File: src/include/tvs_cfg.svh
// Timing and limits of the temperature/voltage sensor sequencer.
// Assumes a single 200 MHz system clock; times are in ns.
`ifndef TVS_CFG_SVH
`define TVS_CFG_SVH

// ==========================================================
// Clock
`define TVS_CLK_NS          5

// ==========================================================
// Times as specified
`define TVS_FIRST_MIN_NS    420000
`define TVS_FIRST_MAX_NS    470000
`define TVS_SPACE_NS        480000
`define TVS_VALID_MIN_NS    1625
`define TVS_VALID_MAX_NS    2000
`define TVS_CAL_MAX_NS      375
`define TVS_SAMPLE_LEAD_NS  25
`define TVS_RATE_UNIT_NS    32000

// ==========================================================
// Cycle counts (least times round up, longest round down)
`define TVS_FIRST_MIN_CYC   \
	((`TVS_FIRST_MIN_NS + `TVS_CLK_NS - 1) / `TVS_CLK_NS)
`define TVS_FIRST_MAX_CYC   (`TVS_FIRST_MAX_NS / `TVS_CLK_NS)
`define TVS_SPACE_CYC       (`TVS_SPACE_NS / `TVS_CLK_NS)
`define TVS_VALID_MIN_CYC   \
	((`TVS_VALID_MIN_NS + `TVS_CLK_NS - 1) / `TVS_CLK_NS)
`define TVS_VALID_MAX_CYC   (`TVS_VALID_MAX_NS / `TVS_CLK_NS)
`define TVS_CAL_MAX_CYC     (`TVS_CAL_MAX_NS / `TVS_CLK_NS)
`define TVS_SAMPLE_CYC      \
	((`TVS_SAMPLE_LEAD_NS + `TVS_CLK_NS - 1) / `TVS_CLK_NS)
`define TVS_RATE_UNIT_CYC   (`TVS_RATE_UNIT_NS / `TVS_CLK_NS)

// ==========================================================
// Widths
`define TVS_TMR_W           24
`define TVS_VLD_W           9
`define TVS_CAL_W           6

`endif

File: src/include/tvs_pkg.sv
// Types shared by the sensor sequencer modules.
// Assumes tvs_cfg.svh is compiled alongside.
package tvs_pkg;

	// ==========================================================
	// Sequencer states
	typedef enum logic [3:0] {
		TVS_ST_IDLE  = 4'h1,
		TVS_ST_CONV  = 4'h2,
		TVS_ST_VALID = 4'h4,
		TVS_ST_WAIT  = 4'h8
	} tvs_state_t;

	// ==========================================================
	// Raw sensor word and presented result
	typedef logic [15:0] tvs_sample_t;

	typedef struct packed {
		logic [1:0]  chan;
		tvs_sample_t data;
	} tvs_result_t;

endpackage

File: src/tvs_timer.sv
// Loadable down counter that parks at zero.
// Assumes one clock domain with an asynchronous active-high reset.
`timescale 1ns/1ps
module tvs_timer #(
	parameter int W = 24
) (
	// Clock and reset
	input  wire logic         clk_sys,
	input  wire logic         sys_rst,
	// Control
	input  wire logic         load,
	input  wire logic [W-1:0] load_val,
	// Status
	output logic      [W-1:0] count,
	output logic              zero
);
	logic [W-1:0] cnt_q;
	logic [W-1:0] cnt_d;

	always_comb begin
		cnt_d = cnt_q;
		if (load) begin
			cnt_d = load_val;
		end else if (cnt_q != '0) begin
			cnt_d = cnt_q - W'(1);
		end
	end

	always_ff @(posedge clk_sys or posedge sys_rst) begin
		if (sys_rst) begin
			cnt_q <= '0;
		end else begin
			cnt_q <= cnt_d;
		end
	end

	assign count = cnt_q;
	assign zero  = (cnt_q == '0);
endmodule

File: src/tvs_next_chan.sv
// Finds the lowest enabled channel at or above a start index.
// Purely combinational; start index 4 means none left.
`timescale 1ns/1ps
module tvs_next_chan (
	// Query
	input  wire logic [3:0] chan_en,
	input  wire logic [2:0] from_chan,
	// Answer
	output logic            found,
	output logic      [1:0] chan
);
	always_comb begin
		found = 1'b0;
		chan  = 2'h0;
		for (int i = 3; i >= 0; i--) begin
			if (chan_en[i] && (3'(i) >= from_chan)) begin
				found = 1'b1;
				chan  = 2'(i);
			end
		end
	end
endmodule

File: src/tvs_seq.sv
// Round-robin sequencer for the temperature and voltage sensor unit.
// Assumes enables, power-down and rate come from logic on clk_sys and
// that the raw sample is stable whenever a conversion completes.
`timescale 1ns/1ps
`include "tvs_cfg.svh"

module tvs_seq #(
	parameter int FIRST_MIN_CYC = `TVS_FIRST_MIN_CYC,
	parameter int FIRST_MAX_CYC = `TVS_FIRST_MAX_CYC,
	parameter int SPACE_CYC     = `TVS_SPACE_CYC,
	parameter int RATE_UNIT_CYC = `TVS_RATE_UNIT_CYC
) (
	// Clock and reset
	input  wire logic                clk_sys,
	input  wire logic                sys_rst,
	// User control
	input  wire logic [3:0]          chan_enable,
	input  wire logic                sensor_power_down,
	input  wire logic [7:0]          rate_param,
	// Sensor raw value
	input  wire tvs_pkg::tvs_sample_t raw_sample,
	// Result
	output tvs_pkg::tvs_result_t     result,
	output logic                     result_valid
);
	import tvs_pkg::*;

	// ==========================================================
	// State
	tvs_state_t                state_q,  state_d;
	tvs_result_t               result_q, result_d;
	logic [3:0]                en_prev_q;
	logic [3:0]                en_smp_q, en_smp_d;
	logic [`TVS_CAL_W-1:0]     extra_q,  extra_d;
	logic [1:0]                cur_q,    cur_d;

	logic                      conv_load, rate_load, vld_load;
	logic [`TVS_TMR_W-1:0]     conv_val,  rate_val;
	logic [`TVS_VLD_W-1:0]     vld_val,   vld_cnt;
	logic                      conv_zero, rate_zero, vld_zero;
	logic                      round_start, conv_done;
	logic [3:0]                lo_en;
	logic                      lo_found, nx_found;
	logic [1:0]                lo_chan,  nx_chan;

	// ==========================================================
	// Timers and channel pickers
	tvs_timer #(.W(`TVS_TMR_W)) u_conv_tmr (
		.clk_sys  (clk_sys),
		.sys_rst  (sys_rst),
		.load     (conv_load),
		.load_val (conv_val),
		.count    (),
		.zero     (conv_zero)
	);

	tvs_timer #(.W(`TVS_TMR_W)) u_rate_tmr (
		.clk_sys  (clk_sys),
		.sys_rst  (sys_rst),
		.load     (rate_load),
		.load_val (rate_val),
		.count    (),
		.zero     (rate_zero)
	);

	tvs_timer #(.W(`TVS_VLD_W)) u_vld_tmr (
		.clk_sys  (clk_sys),
		.sys_rst  (sys_rst),
		.load     (vld_load),
		.load_val (vld_val),
		.count    (vld_cnt),
		.zero     (vld_zero)
	);

	assign lo_en = (state_q == TVS_ST_IDLE) ? chan_enable : en_smp_q;

	tvs_next_chan u_pick_lo (
		.chan_en   (lo_en),
		.from_chan (3'h0),
		.found     (lo_found),
		.chan      (lo_chan)
	);

	tvs_next_chan u_pick_nx (
		.chan_en   (en_smp_q),
		.from_chan (3'({1'b0, cur_q}) + 3'h1),
		.found     (nx_found),
		.chan      (nx_chan)
	);

	// ==========================================================
	// Sequencer next state
	always_comb begin
		state_d     = state_q;
		result_d    = result_q;
		en_smp_d    = en_smp_q;
		extra_d     = extra_q;
		cur_d       = cur_q;
		conv_load   = 1'b0;
		conv_val    = '0;
		rate_load   = 1'b0;
		rate_val    = 24'(int'(rate_param) * RATE_UNIT_CYC - 1);
		vld_load    = 1'b0;
		vld_val     = '0;
		round_start = 1'b0;
		conv_done   = 1'b0;
		unique case (state_q)
			TVS_ST_IDLE: begin
				if (en_prev_q == 4'h0 && chan_enable != 4'h0) begin
					conv_load     = 1'b1;
					conv_val      = sensor_power_down ?
						24'(FIRST_MAX_CYC - 1) :
						24'(FIRST_MIN_CYC - 1);
					rate_load     = 1'b1;
					round_start   = 1'b1;
					cur_d         = lo_chan;
					state_d       = TVS_ST_CONV;
				end
			end
			TVS_ST_CONV: begin
				if (conv_zero) begin
					conv_done     = 1'b1;
					result_d.chan = cur_q;
					result_d.data = raw_sample;
					extra_d       = raw_sample[`TVS_CAL_W-1:0];
					vld_load      = 1'b1;
					vld_val       = 9'(`TVS_VALID_MIN_CYC - 1 +
						int'(raw_sample[`TVS_CAL_W-1:0]));
					conv_load     = 1'b1;
					conv_val      = 24'(SPACE_CYC - 1);
					state_d       = TVS_ST_VALID;
				end
			end
			TVS_ST_VALID: begin
				if (vld_cnt == 9'(`TVS_SAMPLE_CYC - 1)) begin
					en_smp_d = chan_enable;
				end
				if (vld_zero) begin
					if (en_smp_q == 4'h0) begin
						state_d = TVS_ST_IDLE;
					end else if (nx_found) begin
						cur_d         = nx_chan;
						state_d       = TVS_ST_CONV;
					end else begin
						state_d = TVS_ST_WAIT;
					end
				end
			end
			TVS_ST_WAIT: begin
				if (rate_zero) begin
					conv_load     = 1'b1;
					conv_val      = 24'(SPACE_CYC - 1);
					rate_load     = 1'b1;
					round_start   = 1'b1;
					cur_d         = lo_chan;
					state_d       = TVS_ST_CONV;
				end
			end
			default: begin
				state_d = TVS_ST_IDLE;
			end
		endcase
	end

	always_ff @(posedge clk_sys or posedge sys_rst) begin
		if (sys_rst) begin
			state_q   <= TVS_ST_IDLE;
			result_q  <= '0;
			en_prev_q <= 4'h0;
			en_smp_q  <= 4'h0;
			extra_q   <= '0;
			cur_q     <= 2'h0;
		end else begin
			state_q   <= state_d;
			result_q  <= result_d;
			en_prev_q <= chan_enable;
			en_smp_q  <= en_smp_d;
			extra_q   <= extra_d;
			cur_q     <= cur_d;
		end
	end

	assign result       = result_q;
	assign result_valid = (state_q == TVS_ST_VALID);

	// ==========================================================
	// Checking helpers
	logic [23:0] lat_cnt_q, gap_cnt_q, rnd_cnt_q;
	logic [8:0]  wid_cnt_q;
	logic        first_q, pd_q, new_rnd_q;
	logic [1:0]  prev_ch_q;
	logic [7:0]  rate_h_q;

	always_ff @(posedge clk_sys or posedge sys_rst) begin
		if (sys_rst) begin
			lat_cnt_q <= '0;
			gap_cnt_q <= '0;
			rnd_cnt_q <= '0;
			wid_cnt_q <= '0;
			first_q   <= 1'b0;
			pd_q      <= 1'b0;
			new_rnd_q <= 1'b0;
			prev_ch_q <= 2'h0;
			rate_h_q  <= 8'h00;
		end else begin
			lat_cnt_q <= (round_start && state_q == TVS_ST_IDLE) ?
				24'h000000 : lat_cnt_q + 24'h000001;
			gap_cnt_q <= conv_done ? 24'h000000 : gap_cnt_q + 24'h000001;
			rnd_cnt_q <= round_start ? 24'h000000 : rnd_cnt_q + 24'h000001;
			wid_cnt_q <= result_valid ? wid_cnt_q + 9'h001 : 9'h000;
			if (round_start && state_q == TVS_ST_IDLE) begin
				first_q <= 1'b1;
				pd_q    <= sensor_power_down;
			end else if (conv_done) begin
				first_q <= 1'b0;
			end
			if (round_start) begin
				new_rnd_q <= 1'b1;
				rate_h_q  <= rate_param;
			end else if (conv_done) begin
				new_rnd_q <= 1'b0;
				prev_ch_q <= cur_q;
			end
		end
	end
endmodule

File: config.mk
export PLATFORM = sky130hd
export DESIGN_NAME = tvs_seq
export DESIGN_NICKNAME = d
export VERILOG_FILES = /design/src/include/tvs_pkg.sv /design/src/tvs_timer.sv /design/src/tvs_next_chan.sv /design/src/tvs_seq.sv
export VERILOG_INCLUDE_DIRS = /design/src /design/src/include
export SDC_FILE = /design/constraint.sdc
export NUM_CORES = 1
export LEC_CHECK = 0
export ABC_AREA = 1
export BUFFER_PORTS_ARGS = -buffer_cell sky130_fd_sc_hd__buf_4
export CORE_MARGIN = 2
export CORE_UTILIZATION = 45
export CTS_CLUSTER_SIZE = 14
export DETAILED_ROUTE_END_ITERATION = 10
export PLACE_DENSITY_LB_ADDON = 0.05
export SLEW_MARGIN = 15
export SYNTH_ARGS = -nofsm -noshare
export SYNTH_HDL_FRONTEND = slang
export SYNTH_SLANG_ARGS = --single-unit
File: constraint.sdc
create_clock -name clk_sys -period 8.3 [get_ports clk_sys]
set_input_delay 1.66 -clock clk_sys [delete_from_list [all_inputs] [get_ports clk_sys]]
set_output_delay 1.66 -clock clk_sys [all_outputs]
set_load 0.02 [all_outputs]
; After elaboration in Yosys (flattened, before gate mapping)
; Index checks and enable logic that the tools add are counted.
[word_totals]
inputBits = 31
wordCells = 98
output_inout_bits = 19
register_bits = 89
[op_classes]
n_mul = 1
n_reduce_logical = 22
add_sub_neg = 6
magnitude_cmp = 4
n_eq_ne = 11
n_mux = 45
[ops]
columns = operator, count
row1 = 24-bit 2-to-1 mux, 4
row2 = 17-bit 2-to-1 mux, 3
row3 = 17-bit one-hot mux with 3 select lines, 1
row4 = 24-bit zero test, 2
row5 = 24-bit nonzero test, 2
row6 = 24-bit by 1-bit subtractor with 24-bit output (second input constant), 2
row7 = 9-bit 2-to-1 mux, 4
row8 = 4-bit 2-to-1 mux, 7
row9 = 2-bit 2-to-1 mux, 13
row10 = 21-bit by 1-bit subtractor with 22-bit output (second input constant), 1
row11 = 4-bit one-hot mux with 4 select lines, 1
row12 = 14-bit 2-to-1 mux, 1
row13 = 8-bit by 5-bit multiplier with 13-bit output (second input constant), 1
row14 = 9-bit by 6-bit adder with 9-bit output (first input constant), 1
row15 = 9-bit by 3-bit equality test with 1-bit output (second input constant), 1
row16 = 9-bit zero test, 1
row17 = 9-bit nonzero test, 1
row18 = 9-bit by 1-bit subtractor with 9-bit output (second input constant), 1
row19 = 4-bit zero test, 2
row20 = 1-bit 2-to-1 mux, 8
row21 = 1-bit by 3-bit greater-or-equal comparator with 1-bit output (first input constant), 2
row22 = 2-bit by 3-bit greater-or-equal comparator with 1-bit output (first input constant), 2
row23 = 2-bit by 1-bit != test with 1-bit output (second input constant), 3
row24 = 2-bit != test (second input constant), 3
row25 = other kinds (15), 22

; Depth between registers and ports, before layout
; Gate-level depths: netlist (run 1).
[logic_depth]
word_depth = 11
mapped_depth = 19
depth_no_buf = 19

; Cells and area by module
; Synthesis (run 1) repeated with hierarchy kept, for this count alone.
[unflattened]
cells_unflattened = 1003
hier_area_um2 = 6692.7
[modules_own_cells]
columns = module, n_inst, area_per_inst_um2, cells_each, seq_area_each_um2
row1 = tvs_timer (u_conv_tmr ...), 2, 1687.9, 269, 600.6
row2 = tvs_seq, 1, 2578.7, 352, 802.0
row3 = tvs_timer (u_vld_tmr), 1, 568.0, 79, 225.2
row4 = tvs_next_chan, 2, 85.1, 17, 0.0

; Worst setup path before layout (run 1)
; No wires, ideal clock.
[synth_timing]
path_type = in2reg
startpoint = in rate_param[2]
endpoint = reg u_rate_tmr.cnt_q[20] (netlist: u_rate_tmr.count[20])
stages = 13
required_time_ns = 8.223
t_arrival_ns = 4.085
path_buffers = 0
setup_ns = 0.077
slack_ns = 4.137
path_cell_list = ha_1 -> ha_1 -> fa_1 -> ha_1 -> nand2_1 -> nand3_1 -> xnor2_1 -> nand2_1 -> nor2_1 -> nand2_1 -> nand2_1 -> nand3_1 -> a21oi_1
[synth_between]
elab_chain_len = 3
[synth_rtl]
columns = item, line_no
row1 = "start, declared", tvs_seq.sv:19  ; input wire logic [7:0] rate_param,
row2 = 8-bit by 5-bit multiplier with 13-bit output, tvs_seq.sv:102  ; rate_val = 24'(int'(rate_param) * RATE_UNIT_CYC - 1);
row3 = 21-bit by 1-bit subtractor with 22-bit output, tvs_seq.sv:102
row4 = 24-bit 2-to-1 mux, tvs_timer.sv:22  ; if (load) begin
row5 = "end signal, assigned", tvs_timer.sv:33  ; cnt_q <= cnt_d;
row6 = "end, declared", tvs_timer.sv:17  ; logic [W-1:0] cnt_q;
; No other way between the ends.
; A chain may end at the register's enable or synchronous reset.

; Worst setup path in the final report (run 1)
; Same ends and word-level chain as after synthesis.

==> run metrics, run 1 <==
Synth area leaders=dfrtp_1 37%, nand2_1 12%, ha_1 7.8%; Main synth FF type=dfrtp_1; initial antenna violation count=0; final core utilization=52.9%; DRC=0; met3 Track Usage GR=4.65%; # diodes=0; Num Clock Sinks=89; P_leak=3.35 nW; Clock Power Share=22.3%; RR Endpoint=u_conv_tmr.count[8]$_DFFE_PP0P_; Int Pwr=1.05 mW; post-route ant nets=0; HP Class=flop to flop; final period utilization=50.4%; cell count after synthesis=783; maximum number of pins on one net before global-route repair=51; sequential power share=38.4%; Worst Path Buf+Inv=1; Seq/Total Area, Yosys=37.5%; FP Rows=41; final wirelength=13.4 mm; Worst Tran Pin Value=937 ps; Reg clk slew, reported paths=60 ps; CP Capture Type=flop; PD cells=260 mW/mm2; starting density of the core=46.5%; Synth top cells by count=186 x nand2_1, 100 x nor2_1, 98 x inv_1; Crit path max-delay family=adder cells; CTS buffer count=9; status=complete, no violations; Slew Limit Fails=0; worst path cell trace=buf_4, ha_1, ha_1, fa_1, ha_1, nand2_1, nand3_1, xnor2_1, nand2_1, nor2_1, nand3_1, nand3_1, a21oi_1; Max Fclk=239 MHz; NetSw=0.710 mW; EDFF count, synth=0; slowest CP cell=fa_1; port bufs=49; Hold Buf Count CTS=0; top-count cell post-synth=nand2_1; First-pass DRT Iterations=4; Root Buffer=clkbuf_16; peak supply drop=0.108 mV; critical path class=input port to flop; Synth top area share=37.1%; Placed Area=0.00648 mm2; Hold Crit Depth=2; Synth Net Count=854; Final Hold Viols=0; Tmin final=4190 ps; PnR worst setup slack=4110 ps; post_cts resized=0; CTS Buffer Depth=2; IO Pins=50; FF-to-FF path depth=12; Rel. slew slack=37.3%; GRT overflow=0; hold slack=480 ps; share of cells above drive strength 1=13.5%; GRT met2 Usage=33.8%; Area growth syn-to-layout=13.9%; Place WS=3750 ps; final net count=906; post-DR vias/cell=5.09; Finished Cell Area=0.00676 mm2; gr usage total=20.2%; Die H=119 um; Critical Path Max Stage Delay=460 ps; Yosys warning count=0; Async S/R FF share, synth=100%; WL per Instance=13.2 um; TritonCTS clock tree=done; Placeable Area=0.0128 mm2; dpl hpwl=10.2 mm; Required @ worst endpoint=8480 ps; die footprint=0.0141 mm2; Net Sw Frac=40.4%; detailed-route via count=5,148; RR Startpoint=u_conv_tmr.count[0]$_DFFE_PP0P_; R2R setup slack=5560 ps; arrival time of data at the critical path endpoint=4370 ps; Max FO, Critical Path=6; post-synthesis cell type count=43; H-tree depth=3; clk_lat worst skew=350 ps; min-delay src=result[9]$_DFFE_PP0P_; Setup TNS=0 ps; Worst Setup Start Kind=input port; Iter 0 DRT Violations=341; Comb pwr share=39.3%; Hold EP=result[9]$_DFFE_PP0P_; Max Cap Viol=0; clk_skew=7.40 ps; RSZ-0062 raised after global routing=no; Avg Inst Size Synth=7.59 um2; RePlAce Congestion=0.935; number of synthesized register bits=89; largest area contributor in the netlist=dfrtp_1; number of global-route vias before repair=5,028; Cell Area, Synth=0.00594 mm2; Final setup viols=0; global routing usage on met1=26.7%; GR peak layer=met2; Die X=119 um; Setup Fix Bufs, Post-CTS=0; first-pass GRT wire length=23.3 mm
==> flip-flops by register name, summed over array words and instances, names as in the netlist <==
name,count
cur_q,2
en_prev_q,4
en_smp_q,4
result,18
state_q,4
u_conv_tmr.count,24
u_rate_tmr.count,24
u_vld_tmr.count,9
==> power by group through the flow <==
stage / clock network (mW) / logic (mW) / registers [mW]
floorplan: 0 / 0.563 / 0.651
global placement: 0 / 0.676 / 0.677
detailed placement: 0 / 0.691 / 0.679
CTS: 0.404 / 0.693 / 0.674
global route: 0.421 / 0.800 / 0.694
finish: 0.391 / 0.691 / 0.674
==> cells by family (layout without fill, tap and decap cells) <==
kind of cell / Yosys count / after routing / synth area share (%)
buffers and inverters: 117 / 174 / 7.73
AND/OR/NAND/NOR: 396 / 396 / 29.7
XOR/XNOR: 41 / 41 / 6.05
adder cells (fa/ha/maj): 40 / 40 / 8.81
flip-flops: 89 / 89 / 37.5
AO/OA/AOI/OAI: 100 / 100 / 10.2
==> worst max-delay path by stage <==
stage / from / end / depth (start not counted)
finish: rate_param[2] / u_rate_tmr.count[20]$_DFFE_PP0P_ / 13
global route: rate_param[2] / u_rate_tmr.count[17]$_DFFE_PP0P_ / 12
CTS: rate_param[2] / u_rate_tmr.count[20]$_DFFE_PP0P_ / 13
detailed placement: rate_param[2] / u_rate_tmr.count[20]$_DFFE_PP0P_ / 13
global placement: rate_param[2] / u_rate_tmr.count[20]$_DFFE_PP0P_ / 13
floorplan: rate_param[2] / u_rate_tmr.count[20]$_DFFE_PP0P_ / 13
==> worst reg2reg max path: cells and delay by family, from the launching register on <==
| kind | cells | cell delay [ps] |
|---|---|---|
| buffers and inverters | 4 | 760 |
| and+or+nand+nor | 6 | 1070 |
| adders and majority gates | 1 | 280 |
| AOI/OAI and AO/OA | 1 | 170 |
| DFF | 1 | 390 |
==> area by class of cell <==
| type | count | area, um2 |
|---|---|---|
| Clock buffer | 10 | 239 |
| Clock inverter | 6 | 42.5 |
| Fill cell | 1258 | 6010 |
| Inverter | 107 | 403 |
| Multi-Input combinational cell | 577 | 3250 |
| Sequential cell | 89 | 2230 |
| Tap cell | 172 | 215 |
| Timing Repair Buffer | 51 | 383 |
==> routing by layer <==
layer | share of wire (%) | vias up
li1 | - | 2643
met1 | 47 | 2424
met2 | 48 | 68
met3 | 3.4 | 13
met4 | 1.0 | 0
met5 | 0 | -
==> metrics by stage <==
step / power, mW / instances
after CTS: 1.77 / 1012
final: 1.76 / 1012
after detailed placement: 1.37 / 996
after global placement: 1.35 / 996
after floorplan: 1.21 / 783
after global routing: 1.91 / 1012
==> cell usage in the layout, fill, tap and decap left out, drive strengths merged, types with 2 or more instances in the layout <==
cell      instances
a211oi            6
a31oi             7
nor2            115
a31o              3
or2               3
o31ai             4
nor4              6
nand2           191
clkbuf           10
nor3             14
nand3b            3
o211ai            3
fa                3
xor2             22
nand3            47
nand4            17
a21oi            26
dfrtp            88
xnor2            19
o21ai            42
clkinvlp          2
clkinv            4
inv             107
buf              51
o22ai             3
ha               37
(Power assumes the default switching activity.)
==> run 2, diff against run 1 <==
- clock period: 8.3 -> 3.83 ns (I/O delays scaled with it)
==> run 2 against run 1 <==
Compared with the run above: combinational power increased by 120%; power increased by 120%; die area unchanged; clock-buffer cell count increased by 2; clock skew decreased by 1.1 ps; critical path depth increased by 1; final cell count increased by 0.20%; first-iteration DRC count increased by 8.5%; sequential power increased by 120%; register-to-register slack got worse by 4300 ps.
==> run metrics, run 2 (synthesized netlist as in run 1, its figures left out) <==
status=complete, no violations (unchanged); NetSw=1.53 mW (was 0.710 mW); Num Clock Sinks=89 (unchanged); Die X=119 um (unchanged); Hold Buf Count CTS=0 (unchanged); maximum number of pins on one net before global-route repair=37 (was 51); Reg clk slew, reported paths=70 ps (was 60 ps); initial antenna violation count=0 (unchanged); FP Rows=41 (unchanged); detailed-route via count=5,263 (was 5,148); RePlAce Congestion=0.897 (was 0.935); # diodes=0 (unchanged); worst path cell trace=buf_4, ha_1, ha_1, fa_1, ha_1, nand2_1, nand3_1, xnor2_1, nand2_1, nor2_1, nand2_1, nand2_1, nand3_1, a21oi_1 (was buf_4, ha_1, ha_1, fa_1, ha_1, nand2_1, nand3_1, xnor2_1, nand2_1, nor2_1, nand3_1, nand3_1, a21oi_1); Area growth syn-to-layout=14.2% (was 13.9%); arrival time of data at the critical path endpoint=3560 ps (was 4370 ps); dpl hpwl=10.4 mm (was 10.2 mm); IO Pins=50 (unchanged); post-route ant nets=0 (unchanged); Worst Setup Start Kind=input port (unchanged); Max Fclk=304 MHz; Comb pwr share=39.4% (was 39.3%); FF-to-FF path depth=11 (was 12); total power=3.82 mW (was 1.76 mW); GRT overflow=0 (unchanged); clk_lat worst skew=350 ps (about the same); peak supply drop=0.253 mV (was 0.108 mV); final period utilization=86.0%; CP Capture Type=flop (unchanged); Place WS=186 ps (was 3750 ps); Placeable Area=0.0128 mm2 (unchanged); Setup TNS=0 ps (unchanged); Final setup viols=0 (unchanged); PnR worst setup slack=537 ps (was 4110 ps); Worst path most repeated cell=nand2_1; Tmin final=3290 ps; number of global-route vias before repair=5,010 (was 5,028); final wirelength=13.5 mm (was 13.4 mm); Rel. slew slack=63.9% (was 37.3%); fin cells=1,014 (was 1,012); Setup Fix Bufs, Post-CTS=0 (unchanged); RSZ-0062 raised after global routing=no (unchanged); post_cts resized=0 (unchanged); slowest CP cell=fa_1 (unchanged); critical path class=input port to flop (unchanged); H-tree depth=3 (unchanged); Die H=119 um (unchanged); Inst Count DP=998 (was 996); HP Class=input port to async pin (was flop to flop); Max FO, Critical Path=6 (unchanged); leading cell type in the layout, fill and taps excluded=nand2_1 (unchanged); Clock Power Share=22.3% (about the same); Required @ worst endpoint=4100 ps (was 8480 ps); Max Cap Viol=0 (unchanged); first-pass GRT wire length=23.4 mm (was 23.3 mm); sequential power share=38.2% (was 38.4%); PD cells=563 mW/mm2 (was 260 mW/mm2); final net count=908 (was 906); CTS buffer count=9 (unchanged); TritonCTS clock tree=done (unchanged); post-DR vias/cell=5.19 (was 5.09); clk_skew=6.30 ps (was 7.40 ps); Slew Limit Fails=0 (unchanged); share of cells above drive strength 1=13.5% (about the same); WL per Instance=13.4 um (was 13.2 um); Finished Cell Area=0.00678 mm2 (was 0.00676 mm2); R2R setup slack=1310 ps (was 5560 ps); die footprint=0.0141 mm2 (unchanged); RR Startpoint=u_rate_tmr.count[0]$_DFFE_PP0P_ (was u_conv_tmr.count[0]$_DFFE_PP0P_); P_leak=3.35 nW (about the same); Critical Path Max Stage Delay=480 ps (was 460 ps); Net Sw Frac=40.1% (was 40.4%); RR Endpoint=u_rate_tmr.count[14]$_DFFE_PP0P_ (was u_conv_tmr.count[8]$_DFFE_PP0P_); Int Pwr=2.29 mW (was 1.05 mW); port bufs=49 (unchanged); Root Buffer=clkbuf_16 (unchanged); CTS Buffer Depth=2 (unchanged); DRC=0 (unchanged); Placed Area=0.00650 mm2 (was 0.00648 mm2); filler instances=1,236 (was 1,258); Iter 0 DRT Violations=370 (was 341); gr usage total=20.1% (was 20.2%); First-pass DRT Iterations=5 (was 4); Final Hold Viols=0 (unchanged); most frequent cells in the layout=186 x nand2_1, 100 x nor2_1, 97 x inv_1, 88 x dfrtp_1, 53 x buf_4 (was 186 x nand2_1, 100 x nor2_1, 97 x inv_1, 88 x dfrtp_1, 51 x buf_4); Worst Tran Pin Value=541 ps (was 937 ps); starting density of the core=46.5% (unchanged)
[run 2: cell count changes in the layout (fill, tap and decap cells not counted)]
cell        previous run  this run
buf_4                 51        53
clkbuf_1               0         1
clkbuf_8               1         2
clkinv_2               3         2
clkinv_4               1         0
clkinvlp_4             2         3
inv_6                  1         0
[run 2: worst max-delay path: cells and delay by family]
family | cells | cell delay (ps)
adder cells (fa/ha/maj) | 4 | 1470
AND/OR/NAND/NOR | 7 | 800
XOR/XNOR | 1 | 270
AO/OA/AOI/OAI | 1 | 140
buffers and inverters | 1 | 130
[run 2: layout make-up]
type	instances	area [um2]	share of cell area (%)
Clock inverter	4	27.5	0.406
Tap cell	172	215	3.17
Sequential cell	89	2230	32.9
Multi-Input combinational cell	577	3250	48.0
Timing Repair Buffer	53	398	5.87
Inverter	107	403	5.94
Clock buffer	12	256	3.78
[run 2: per-stage QoR]
stage / hold slack [ps] / util [%]
2_1_floorplan: 466 / -
3_3_place_gp: 467 / 50.9
3_5_place_dp: 471 / 50.9
4_1_cts: 434 / 53.1
5_1_grt: 443 / 53.1
6_report: 414 / 53.1
[run 2: how the worst max path moves through the flow]
stage | from | end | slack [ps]
after floorplan | rate_param[2] | u_rate_tmr.count[20]$_DFFE_PP0P_ | 560
after global placement | rate_param[2] | u_rate_tmr.count[20]$_DFFE_PP0P_ | 230
after detailed placement | rate_param[2] | u_rate_tmr.count[20]$_DFFE_PP0P_ | 190
after CTS | rate_param[2] | u_rate_tmr.count[20]$_DFFE_PP0P_ | 550
after global routing | rate_param[2] | u_rate_tmr.count[20]$_DFFE_PP0P_ | 280
final | rate_param[2] | u_rate_tmr.count[20]$_DFFE_PP0P_ | 540
[run 2: per-layer routing]
metal  track usage [%]  wire length [um]
met3              3.78               523
met4              5.95               195
met5                 0                 0
met1              26.9              6360
met2              33.3              6460
[run 2: power groups by stage]
stage               Combinational, mW  Sequential, mW  Clock, mW
floorplan                        1.22            1.41          0
global placement                 1.47            1.47          0
detailed placement               1.50            1.47          0
CTS                              1.51            1.46      0.879
global route                     1.73            1.50      0.912
finish                           1.50            1.46      0.853
==> run 3, diff against run 2 <==
--- a/config.mk
+++ b/config.mk
@@ -13,4 +13,5 @@
 export CTS_CLUSTER_SIZE = 14
 export DETAILED_ROUTE_END_ITERATION = 10
+export HOLD_SLACK_MARGIN = 0.06
 export PLACE_DENSITY_LB_ADDON = 0.05
 export SLEW_MARGIN = 15
==> constraint.sdc (replaced) <==
create_clock -name clk_sys -period 3.83 [get_ports clk_sys]
set_input_delay 0.9575 -clock clk_sys [delete_from_list [all_inputs] [get_ports clk_sys]]
set_output_delay 0.9575 -clock clk_sys [all_outputs]
set_load 0.02 [all_outputs]
==> run 3 against run 2 <==
Compared with the run above: clock power increased by 5.0%; sequential share of layout area down 0.24 points; combinational power about the same; critical path depth increased by 2; sequential power is essentially flat; worst setup slack got worse by 120 ps.
==> run metrics, run 3 (synthesized netlist as in run 1, its figures left out) <==
First-pass DRT Iterations=5 (unchanged); arrival time of data at the critical path endpoint=3650 ps (was 3560 ps); DRC=0 (unchanged); Iter 0 DRT Violations=401 (was 370); sequential cell area=0.00223 mm2 (unchanged); clk_skew=13.9 ps (was 6.30 ps); CTS Buffer Depth=2 (unchanged); H-tree depth=3 (unchanged); GRT overflow=0 (unchanged); NetSw=1.51 mW (was 1.53 mW); Die H=119 um (unchanged); Root Buffer=clkbuf_16 (unchanged); RSZ-0062 raised after global routing=no (unchanged); Clock Power Share=23.2% (was 22.3%); Worst Path Buf+Inv=3 (was 1); FF-to-FF path depth=11 (unchanged); Max Fclk=293 MHz (was 304 MHz); final period utilization=89.1% (was 86.0%); Setup Fix Bufs, Post-CTS=0 (unchanged); RePlAce Congestion=0.869 (was 0.897); post_cts resized=0 (unchanged); Num Clock Sinks=89 (unchanged); Die X=119 um (unchanged); HP Class=flop to flop (was input port to async pin); Int Pwr=2.35 mW (was 2.29 mW); port bufs=49 (unchanged); P_leak=3.38 nW (was 3.35 nW); CP Capture Type=flop (unchanged); first-pass GRT wire length=23.9 mm (was 23.4 mm); Comb pwr share=39.1% (was 39.4%); Area growth syn-to-layout=15.0% (was 14.2%); leading cell type in the layout, fill and taps excluded=nand2_1 (unchanged); PD cells=566 mW/mm2 (was 563 mW/mm2); Worst Setup Start Kind=input port (unchanged); maximum number of pins on one net before global-route repair=46 (was 37); number of cells on the critical path=16 (was 14); sequential power share=37.7% (was 38.2%); final wirelength=13.6 mm (was 13.5 mm); status=complete, no violations (unchanged); clk_lat worst skew=350 ps (about the same); filler instances=1,265 (was 1,236); Critical Path Max Stage Delay=460 ps (was 480 ps); post-route ant nets=0 (unchanged); hold slack=485 ps (was 414 ps); RR Endpoint=u_rate_tmr.count[9]$_DFFE_PP0P_ (was u_rate_tmr.count[14]$_DFFE_PP0P_); Final Hold Viols=0 (unchanged); Rel. slew slack=43.7% (was 63.9%); CP Capture Point=u_rate_tmr.count[19]$_DFFE_PP0P_ (was u_rate_tmr.count[20]$_DFFE_PP0P_); starting density of the core=46.5% (unchanged); # diodes=0 (unchanged); share of cells above drive strength 1=13.7% (was 13.5%); FP Rows=41 (unchanged); Required @ worst endpoint=4070 ps (was 4100 ps); Tmin final=3410 ps (was 3290 ps); number of global-route vias before repair=5,118 (was 5,010); Worst Tran Pin Value=844 ps (was 541 ps); CTS buffer count=9 (unchanged); Crit path max-delay family=adder cells (unchanged); Placeable Area=0.0128 mm2 (unchanged); final net count=911 (was 908); WL per Instance=13.4 um (about the same); slowest CP cell=fa_1 (unchanged); worst path cell trace=buf_4, ha_1, ha_1, fa_1, ha_1, nand2_1, nand3_1, xnor2_1, buf_4, nand2_1, nor2_1, nand2_1, nand2_1, nand3_1, nand2_1, inv_1 (was buf_4, ha_1, ha_1, fa_1, ha_1, nand2_1, nand3_1, xnor2_1, nand2_1, nor2_1, nand2_1, nand2_1, nand3_1, a21oi_1); peak supply drop=0.249 mV (was 0.253 mV); gr usage total=20.8% (was 20.1%); Slew Limit Fails=0 (unchanged); Reg clk slew, reported paths=70 ps (about the same); RR Startpoint=u_rate_tmr.count[0]$_DFFE_PP0P_ (unchanged); most frequent cells in the layout=186 x nand2_1, 100 x nor2_1, 97 x inv_1, 88 x dfrtp_1, 55 x buf_4 (was 186 x nand2_1, 100 x nor2_1, 97 x inv_1, 88 x dfrtp_1, 53 x buf_4); Setup TNS=0 ps (unchanged); initial antenna violation count=0 (unchanged); dpl hpwl=10.4 mm (about the same); critical path class=input port to flop (unchanged); critical path startpoint=rate_param[2] (unchanged); Hold Crit Depth=2; post-DR vias/cell=5.01 (was 5.19); TritonCTS clock tree=done (unchanged); Max Cap Viol=0 (unchanged); detailed-route via count=5,091 (was 5,263); area taken by multi-input logic gates=0.00325 mm2 (unchanged); IO Pins=50 (unchanged); Max FO, Critical Path=6 (unchanged); R2R setup slack=1310 ps (about the same); Worst path most repeated cell=nand2_1 (unchanged); Hold Buf Count CTS=0 (unchanged); die footprint=0.0141 mm2 (unchanged); Net Sw Frac=39.2% (was 40.1%); Final setup viols=0 (unchanged)
[run 3: changes by cell type in the layout (fill, tap and decap cells not counted), sizes merged]
cell	before	now
bufinv	0	1
buf	53	56
clkinv	2	1
[run 3: worst min path at each step]
stage                                      to                            from  slack, ps
6_report               result[13]$_DFFE_PP0P_          result[13]$_DFFE_PP0P_        490
5_1_grt                 result[3]$_DFFE_PP0P_           result[3]$_DFFE_PP0P_        510
4_1_cts                result[13]$_DFFE_PP0P_          result[13]$_DFFE_PP0P_        490
3_5_place_dp           result[13]$_DFFE_PP0P_          result[13]$_DFFE_PP0P_        470
3_3_place_gp           result[12]$_DFFE_PP0P_          result[12]$_DFFE_PP0P_        470
2_1_floorplan  u_vld_tmr.count[1]$_DFFE_PP0P_  u_vld_tmr.count[1]$_DFFE_PP0P_        470
[run 3: per-stage QoR]
stage                     utilization (%)  power (mW)  setup slack, ps  instance area (um2)  instances
after detailed placement             51.1        2.98             44.0                 6530       1001
after global routing                 53.5        4.23              164                 6830       1017
after global placement               51.1        2.95              109                 6530       1001
final                                53.5        3.86              416                 6830       1017
after floorplan                         -        2.63              370                 5940        783
after CTS                            53.5        3.90              423                 6830       1017
[run 3: cell type report]
| cell class | instances | area share (%) |
|---|---|---|
| Sequential cell | 89 | 32.6 |
| Tap cell | 172 | 3.15 |
| Inverter | 107 | 5.90 |
| Timing Repair Buffer | 56 | 6.34 |
| Clock buffer | 12 | 3.61 |
| Multi-Input combinational cell | 577 | 47.6 |
| Clock inverter | 4 | 0.769 |
[run 3: worst register-to-register path: stages, from the launching register on]
cell	delay, ps
dfrtp_1	400
inv_1	70
ha_1	200
nand3_2	140
nor2_1	150
nand3_2	120
nor2_2	240
nand2_1	130
nand2_2	400
nor2_1	140
buf_4	210
a211oi_1	220
[run 3: power groups by stage]
stage	sequential (mW)	combinational, mW	clock (mW)
final	1.46	1.51	0.896
after CTS	1.46	1.52	0.926
after detailed placement	1.47	1.51	0
after global placement	1.47	1.48	0
after floorplan	1.41	1.22	0
after global routing	1.50	1.76	0.964
[run 3: routing by layer]
| metal | track usage [%] | share of wire, % |
|---|---|---|
| met1 | 27.4 | 48 |
| met2 | 34.6 | 48 |
| met3 | 4.60 | 3.2 |
| met4 | 5.43 | 0.73 |
| met5 | 0 | 0 |
